$ cat src/hw/bcfc_pkg.sv
// bcfc_pkg: shared constants and carrier types for the brushless
// commutation and fault control block.
// assumes a single 50 MHz clock and synchronous inputs.
//
// Notes on behaviour
// - three hall inputs decode into six bridge drives, three upper three lower
// - overcurrent sets a latch holding all switches off until ramp cycle ends
// - any of three undervoltage indications forces all drive off
// - invalid hall code or over-temperature also forces all drive off
// - active-low fault output is low while any fault is present
// - pwm is duty (demand in open loop) compared against ramp; any fault overrides pwm
// - decoder supports 60 and 120 degree hall spacing via config input
// - fixed configurable pulse on every edge of each hall input
// - duty widens when speed below demand, narrows when above
// - no braking; zero duty leaves all lower drive off so motor coasts
package bcfc_pkg;

  // ----------------------------------------------------------------
  // widths and timing
  // ----------------------------------------------------------------
  localparam int RAMP_W          = 11;
  localparam logic [10:0] RAMP_TOP = 11'h7ff;  // last ramp count; ramp period is 2048 cycles
  localparam int TACH_W          = 16;
  // default tach pulse: 950 us at 50 MHz
  localparam int TACH_US         = 950;
  localparam int CLK_MHZ         = 50;
  localparam int TACH_CYC        = TACH_US * CLK_MHZ;
  localparam int SPEED_W         = 16;
  // speed window is 2**WIN_W ramp periods
  localparam int WIN_W           = 8;
  localparam logic [10:0] DUTY_RST = 11'h000;  // duty after reset
  localparam logic [15:0] SPEED_RST = 16'h0000;

  // ----------------------------------------------------------------
  // carriers
  // ----------------------------------------------------------------
  typedef struct packed {
    logic [2:0] upper;
    logic [2:0] lower;
  } bcfc_drive_t;

  typedef struct packed {
    logic uv_logic;
    logic uv_gate;
    logic uv_ref;
    logic over_temp;
    logic over_current;
  } bcfc_fault_t;

endpackage

$ cat src/hw/bcfc_decode.sv
// bcfc_decode: combinational hall to six-step conduction decoder.
// assumes hall inputs already synchronous to the clock.
`timescale 1ns/10ps
module bcfc_decode (
  // hall and mode
  input  wire logic              i_hall_a,
  input  wire logic              i_hall_b,
  input  wire logic              i_hall_c,
  input  wire logic              i_sixty,
  input  wire logic              i_reverse,
  // result
  output bcfc_pkg::bcfc_drive_t  o_drive,
  output logic                   o_invalid
);

  logic [2:0] code;
  logic [2:0] step;

  // ----------------------------------------------------------------
  // hall code to step index
  // ----------------------------------------------------------------
  // sixty degree spacing is mapped by inverting the middle sensor,
  // which turns its code set into the 120 degree set
  always_comb begin
    code      = {i_hall_c, i_sixty ^ i_hall_b, i_hall_a};
    step      = 3'h0;
    o_invalid = 1'b0;
    case (code)
      3'h1:    step = 3'h0;
      3'h3:    step = 3'h1;
      3'h2:    step = 3'h2;
      3'h6:    step = 3'h3;
      3'h4:    step = 3'h4;
      3'h5:    step = 3'h5;
      default: o_invalid = 1'b1;  // 000 or 111
    endcase
    // reversal shifts the pattern by three steps
    if (i_reverse) begin
      step = (step >= 3'h3) ? step - 3'h3 : step + 3'h3;
    end
  end

  // ----------------------------------------------------------------
  // step to one upper and one lower leg
  // ----------------------------------------------------------------
  always_comb begin
    o_drive = '0;
    if (!o_invalid) begin
      case (step)
        3'h0:    o_drive = {3'h1, 3'h2};
        3'h1:    o_drive = {3'h1, 3'h4};
        3'h2:    o_drive = {3'h2, 3'h4};
        3'h3:    o_drive = {3'h2, 3'h1};
        3'h4:    o_drive = {3'h4, 3'h1};
        3'h5:    o_drive = {3'h4, 3'h2};
        default: o_drive = '0;
      endcase
    end
  end

endmodule

$ cat src/hw/bcfc_tach.sv
// bcfc_tach: fixed-width pulse on every hall edge for speed sensing.
// assumes hall inputs synchronous to the clock.
`timescale 1ns/10ps
module bcfc_tach #(
  parameter int TACH_W = 16
) (
  // clock and reset
  input  wire logic              i_clock,
  input  wire logic              i_srst,
  // hall and width
  input  wire logic [2:0]        i_hall,
  input  wire logic [TACH_W-1:0] i_width,
  // pulse out
  output logic                   o_pulse,
  output logic                   o_edge
);

  logic [2:0]        hall_q;
  logic [2:0]        next_hall_q;
  logic [TACH_W-1:0] count;
  logic [TACH_W-1:0] next_count;
  logic              next_pulse;
  logic              next_edge;

  // ----------------------------------------------------------------
  // edge detect and one-shot
  // ----------------------------------------------------------------
  // an edge inside a running pulse retriggers it, so pulses merge
  // when speed exceeds what the chosen width allows
  always_comb begin
    next_hall_q = i_hall;
    next_edge   = |(i_hall ^ hall_q);  // both edges
    next_count  = count;
    if (next_edge && i_width != '0) begin
      next_count = i_width;
    end else if (count != '0) begin
      next_count = count - 1'b1;
    end
    next_pulse = (next_count != '0);
  end

  always_ff @(posedge i_clock) begin
    if (i_srst) begin
      hall_q  <= i_hall;  // start at pin level: no false edge on release
      count   <= '0;
      o_pulse <= 1'b0;
      o_edge  <= 1'b0;
    end else begin
      hall_q  <= next_hall_q;
      count   <= next_count;
      o_pulse <= next_pulse;
      o_edge  <= next_edge;
    end
  end

endmodule

$ cat src/hw/bcfc_top.sv
// bcfc_top: brushless commutation, pwm, speed loop and fault shutdown.
// assumes all inputs synchronous to I_CLOCK; comparator and supply
// monitors arrive as logic levels, active high unless named _n.
`timescale 1ns/10ps
module bcfc_top #(
  parameter int RAMP_W  = bcfc_pkg::RAMP_W,
  parameter int TACH_W  = bcfc_pkg::TACH_W,
  parameter int SPEED_W = bcfc_pkg::SPEED_W,
  parameter int WIN_W   = bcfc_pkg::WIN_W
) (
  // clock and reset
  input  wire logic               I_CLOCK,
  input  wire logic               I_SRST,
  // hall sensors and mode
  input  wire logic [2:0]         I_HALL,
  input  wire logic               I_SIXTY_DEG,
  input  wire logic               I_REVERSE,
  // speed demand and loop mode
  input  wire logic [RAMP_W-1:0]  I_DEMAND,
  input  wire logic               I_CLOSED_LOOP,
  input  wire logic [SPEED_W-1:0] I_SPEED_DEMAND,
  input  wire logic [TACH_W-1:0]  I_TACH_WIDTH,
  // fault sources
  input  wire logic               I_OVER_CURRENT,
  input  wire logic               I_UV_LOGIC,
  input  wire logic               I_UV_GATE,
  input  wire logic               I_UV_REF,
  input  wire logic               I_OVER_TEMP,
  // bridge drive
  output logic [2:0]              O_UPPER,
  output logic [2:0]              O_LOWER,
  // status
  output logic                    O_FAULT_N,
  output logic                    O_TACH,
  output logic                    O_PWM
);

  // ----------------------------------------------------------------
  // commutation decode
  // ----------------------------------------------------------------
  bcfc_pkg::bcfc_drive_t drive;
  logic                  hall_bad;

  bcfc_decode u_decode (
    .i_hall_a  (I_HALL[0]),
    .i_hall_b  (I_HALL[1]),
    .i_hall_c  (I_HALL[2]),
    .i_sixty   (I_SIXTY_DEG),
    .i_reverse (I_REVERSE),
    .o_drive   (drive),
    .o_invalid (hall_bad)
  );

  // ----------------------------------------------------------------
  // speed pulse
  // ----------------------------------------------------------------
  logic tach;
  logic hall_edge;

  bcfc_tach #(
    .TACH_W (TACH_W)
  ) u_tach (
    .i_clock (I_CLOCK),
    .i_srst  (I_SRST),
    .i_hall  (I_HALL),
    .i_width (I_TACH_WIDTH),
    .o_pulse (tach),
    .o_edge  (hall_edge)
  );

  // ----------------------------------------------------------------
  // ramp oscillator and speed measurement
  // ----------------------------------------------------------------
  // speed is the tach high-cycle count per ramp window, a digital
  // stand-in for the low-pass filtered pulse train
  logic [RAMP_W-1:0]  ramp;
  logic [RAMP_W-1:0]  next_ramp;
  logic               cycle_end;
  logic [SPEED_W-1:0] acc;
  logic [SPEED_W-1:0] next_acc;
  logic [SPEED_W-1:0] speed;
  logic [SPEED_W-1:0] next_speed;
  logic [WIN_W-1:0]   win;
  logic [WIN_W-1:0]   next_win;

  always_comb begin
    cycle_end  = (ramp == RAMP_W'(bcfc_pkg::RAMP_TOP));
    next_ramp  = cycle_end ? '0 : ramp + 1'b1;
    next_acc   = acc;
    next_speed = speed;
    next_win   = win;
    if (tach && acc != '1) begin
      next_acc = acc + 1'b1;
    end
    // measure over 2**WIN_W ramp cycles for a steady reading
    if (cycle_end) begin
      next_win = win + 1'b1;
      if (win == '1) begin
        next_speed = next_acc;
        next_acc   = '0;
      end
    end
  end

  always_ff @(posedge I_CLOCK) begin
    if (I_SRST) begin
      ramp  <= '0;
      acc   <= '0;
      speed <= bcfc_pkg::SPEED_RST;
      win   <= '0;
    end else begin
      ramp  <= next_ramp;
      acc   <= next_acc;
      speed <= next_speed;
      win   <= next_win;
    end
  end

  // ----------------------------------------------------------------
  // duty regulation
  // ----------------------------------------------------------------
  // closed loop steps duty by one per window; slow but it cannot
  // overshoot hard, and there is no braking to correct an overshoot
  logic [RAMP_W-1:0] duty;
  logic [RAMP_W-1:0] next_duty;

  always_comb begin
    next_duty = duty;
    if (!I_CLOSED_LOOP) begin
      next_duty = I_DEMAND;
    end else if (cycle_end && win == '1) begin
      if (next_speed < I_SPEED_DEMAND && duty != '1) begin
        next_duty = duty + 1'b1;
      end else if (next_speed > I_SPEED_DEMAND && duty != '0) begin
        next_duty = duty - 1'b1;
      end
    end
  end

  always_ff @(posedge I_CLOCK) begin
    if (I_SRST) begin
      duty <= RAMP_W'(bcfc_pkg::DUTY_RST);
    end else begin
      duty <= next_duty;
    end
  end

  // ----------------------------------------------------------------
  // overcurrent latch
  // ----------------------------------------------------------------
  // set wins over the end-of-cycle clear so a trip is never missed
  logic oc_latch;
  logic next_oc_latch;

  always_comb begin
    next_oc_latch = oc_latch;
    if (I_OVER_CURRENT) begin
      next_oc_latch = 1'b1;
    end else if (cycle_end) begin
      next_oc_latch = 1'b0;
    end
  end

  always_ff @(posedge I_CLOCK) begin
    if (I_SRST) begin
      oc_latch <= 1'b0;
    end else begin
      oc_latch <= next_oc_latch;
    end
  end

  // ----------------------------------------------------------------
  // fault gathering and drive outputs
  // ----------------------------------------------------------------
  bcfc_pkg::bcfc_fault_t faults;
  logic                  any_fault;
  logic                  pwm;
  logic [2:0]            next_upper;
  logic [2:0]            next_lower;
  logic                  next_fault_n;
  logic                  next_pwm;

  always_comb begin
    faults.uv_logic     = I_UV_LOGIC;
    faults.uv_gate      = I_UV_GATE;
    faults.uv_ref       = I_UV_REF;
    faults.over_temp    = I_OVER_TEMP;
    faults.over_current = next_oc_latch;
    any_fault    = (|faults) | hall_bad;
    pwm          = (ramp < duty);        // zero duty never on
    next_pwm     = pwm & ~any_fault;
    next_fault_n = ~any_fault;
    next_upper   = 3'h0;
    next_lower   = 3'h0;
    // lower legs chopped by pwm; upper legs held for the step
    if (!any_fault) begin
      next_upper = drive.upper;
      next_lower = pwm ? drive.lower : 3'h0;
    end
  end

  always_ff @(posedge I_CLOCK) begin
    if (I_SRST) begin
      O_UPPER   <= 3'h0;
      O_LOWER   <= 3'h0;
      O_FAULT_N <= 1'b1;
      O_PWM     <= 1'b0;
      O_TACH    <= 1'b0;
    end else begin
      O_UPPER   <= next_upper;
      O_LOWER   <= next_lower;
      O_FAULT_N <= next_fault_n;
      O_PWM     <= next_pwm;
      O_TACH    <= tach;
    end
  end

  // hall_edge is exported by the tach for debugging only
  logic unused_edge;
  assign unused_edge = hall_edge;

endmodule

$ cat config.mk
export PLATFORM = sky130hd
export DESIGN_NAME = bcfc_top
export DESIGN_NICKNAME = d
export VERILOG_FILES = /design/src/hw/bcfc_pkg.sv /design/src/hw/bcfc_decode.sv /design/src/hw/bcfc_tach.sv /design/src/hw/bcfc_top.sv
export SDC_FILE = /design/constraint.sdc
export NUM_CORES = 1
export LEC_CHECK = 0
export BUFFER_PORTS_ARGS = -buffer_cell sky130_fd_sc_hd__buf_2
export CAP_MARGIN = 20
export CORE_MARGIN = 2
export CORE_UTILIZATION = 30
export CTS_CLUSTER_DIAMETER = 50
export CTS_CLUSTER_SIZE = 12
export DETAILED_ROUTE_END_ITERATION = 10
export GPL_ROUTABILITY_DRIVEN = 0
export PLACE_DENSITY = 0.49
export RECOVER_POWER = 50
export SLEW_MARGIN = 40
export SYNTH_ARGS = -nofsm -noshare
export SYNTH_HDL_FRONTEND = slang
export SYNTH_HIERARCHICAL = 1
export SYNTH_SLANG_ARGS = --single-unit
$ cat constraint.sdc
create_clock -name I_CLOCK -period 5.76 [get_ports I_CLOCK]
set_clock_uncertainty 0.05 [all_clocks]
set_input_delay 0.576 -clock I_CLOCK [delete_from_list [all_inputs] [get_ports I_CLOCK]]
set_output_delay 0.576 -clock I_CLOCK [all_outputs]
set_load 0.02 [all_outputs]
==> results.tsv <==
metric	value	unit
gr-usage-all-layers	13.9	%
outcome	finished with violations	
p_leak	0.00260	uW
cts_root_buffer	clkbuf_16	
die_y	140	um
htree_levels	3	
area_growth	14.5	%
failed_checks	max-capacitance violations, max-slew violations	
hp-start	I_OVER_CURRENT	
cell_internal_pwr	1100	uW
drtPass1Iterations	4	
fmax	190	MHz
netlist_instances	660	
clockPowerShare	41.5	%
die_area	19700	um^2
finalSetupViolations	0	
highest_layer	met4	
grt.overflow.total	0	
cp.arrival	5.44	ns
syn-cell-area	5570	um^2
crit_fanout	12	
drv_cap	1	
syn-num-nets	758	
seq_power_share	45.4	%
r2r-end	duty[10]	
cp_data_required_time	5.94	ns
diodes	0	
swShare	26.7	%
grt_pass1_wl	22200	um
cts_tree	done	
yosys_warnings	6	
start_util	30.8	%
clk_path_buf_depth	2	
synth_area_per_cell	8.43	um^2
fp.dieW	140	um
comb_power_share	13.1	%
fin_ws	0.502	ns
antenna_found_initial	0	
met2_length	6270	um
drc_errors	0	
critical-path-slowest-cell	a2111oi_0	
antenna_left	0	
worstPathCellList	and4_1, nand4_2, nor4b_2, nand3_1, xor2_1, o21ai_1, ha_1, nand4_2, a2111oi_0, or4_4, inv_1, fa_1, nor2b_1, o2111ai_1, a31oi_1, a31oi_1, xnor2_1, and3_1, or3_1	
ios	65	
min_path_cells	3	
wl_met1	6380	um
clk_pin_slew	0.07	ns
path_class	reg -> reg	
grt_pass1_vias	4566	
p_per_area	236	nW/um^2
irDropWorstVdd	0.140	mV
slew_headroom	-51.1	%
drive_gt1_share	13.4	%
finalCritPeriodShare	91.3	%
end_kind	register	
worst_pin_slew	2.27	ns
rsz0062_at_grt	no	
nFillCells	1906	
regArea	1840	um^2
cts_buffers	9	
hold_viol	0	
multi_input_area	3450	um^2
cts.sinks	92	
wl_met3	550	um
startpoint_type	register	
maxSlewViolCount	47	
r2r-start	acc[4]	
final_util	35.2	%
period_minus_slack	5.26	ns
clk_latency	0.35	ns
dr.first_iter.drc_count	180	
wl_per_cell	14.1	um
r2r_cells	19	
rows	49	
p_sw	401	uW
wl	13400	um
hold_end	oc_latch	
critPathMaxStageDelay	0.51	ns
setup_tns	0	ns
cts_setup_buffers	0	
dp_hpwl	10100	um
core	18100	um^2
post-place-ws	0.445	ns
fin_nets	812	
grt_max_degree	47	
vias	4748	
port_buffers	64	
viasPerCell	5.01	
hp-class	in -> reg	
r2r_slack	0.50	ns
-- metal layers --
metal / GRT usage (%) / vias up
met5: 0 / -
met3: 3.35 / 12
met2: 23.3 / 92
met4: 3.72 / 0
met1: 17.9 / 2221
li1: - / 2423
-- state kept, by name, summed over array words and instances (netlist names) --
| name | flops |
|---|---|
| acc | 16 |
| u_tach/count | 16 |
| ramp | 11 |
| speed | 16 |
| oc_latch | 1 |
| O_PWM | 1 |
| O_FAULT_N | 1 |
| O_LOWER | 3 |
| u_tach/o_pulse | 1 |
| duty | 11 |
| u_tach/hall_q | 3 |
| O_UPPER | 3 |
| win | 8 |
| O_TACH | 1 |
-- critical path: cells and delay by family (launching register included) --
family | cells | cell delay (ns)
flops | 1 | 0.40
buf+inv | 1 | 0.07
xor+xnor | 2 | 0.38
fa+ha+maj | 2 | 0.74
simple gates | 9 | 2.36
compound gates | 5 | 1.14
-- worst max-delay path by stage --
stage | startpoint | to | slack [ns]
final | acc[4] | duty[10] | 0.50
after floorplan | ramp[0] | duty[10] | 0.97
after global routing | acc[4] | duty[10] | 0.03
after detailed placement | acc[0] | duty[10] | 0.44
after CTS | acc[0] | duty[10] | 0.41
after global placement | acc[0] | duty[10] | 0.52
-- stage by stage --
step | total power, uW | hold WS, ns | cell area, um^2 | cells
floorplan | 837 | 0.384 | 5570 | 660
global placement | 892 | 0.401 | 6070 | 932
detailed placement | 895 | 0.412 | 6070 | 932
CTS | 1530 | 0.350 | 6380 | 948
global route | 1580 | 0.419 | 6370 | 948
finish | 1510 | 0.416 | 6370 | 948
-- cell type report --
type	count	share of cell area, %
timing repair buffer	66	4.97
inverter	44	2.59
sequential	92	28.9
tap	229	4.50
clock buffer	11	3.97
multi-input combinational	501	54.1
clock inverter	5	0.942
-- cells in the final DEF (no fill, tap or decap), types with 6 or more instances in the layout --
cell type and instances:
and3_1 10, xnor2_1 25, nand3_1 26, mux2i_1 23, nor2b_1 8, nor2_1 98, ha_1 41, inv_1 44
nor3_1 16, a211oi_1 14, clkbuf_16 9, dfxtp_1 92, clkbuf_1 13, a21oi_1 31, or3_1 6, and2_1 20
o21ai_0 20, buf_2 52, nand2_1 30, xor2_1 28, nor4_1 7, nand4_1 12
-- what timing repair did --
item,in CTS,in global routing
hold endpoints to repair,0,0
setup endpoints to repair,0,1
resized for setup,0,1
hold buffers,0,0
-- power by group through the flow --
stage	Combinational (uW)	Clock, uW	Sequential, uW
after global placement	195	0	697
after floorplan	145	0	691
after global routing	224	670	686
after detailed placement	198	0	698
final	197	625	683
after CTS	199	650	683
Note: power is estimated with default switching activity, not from simulation.
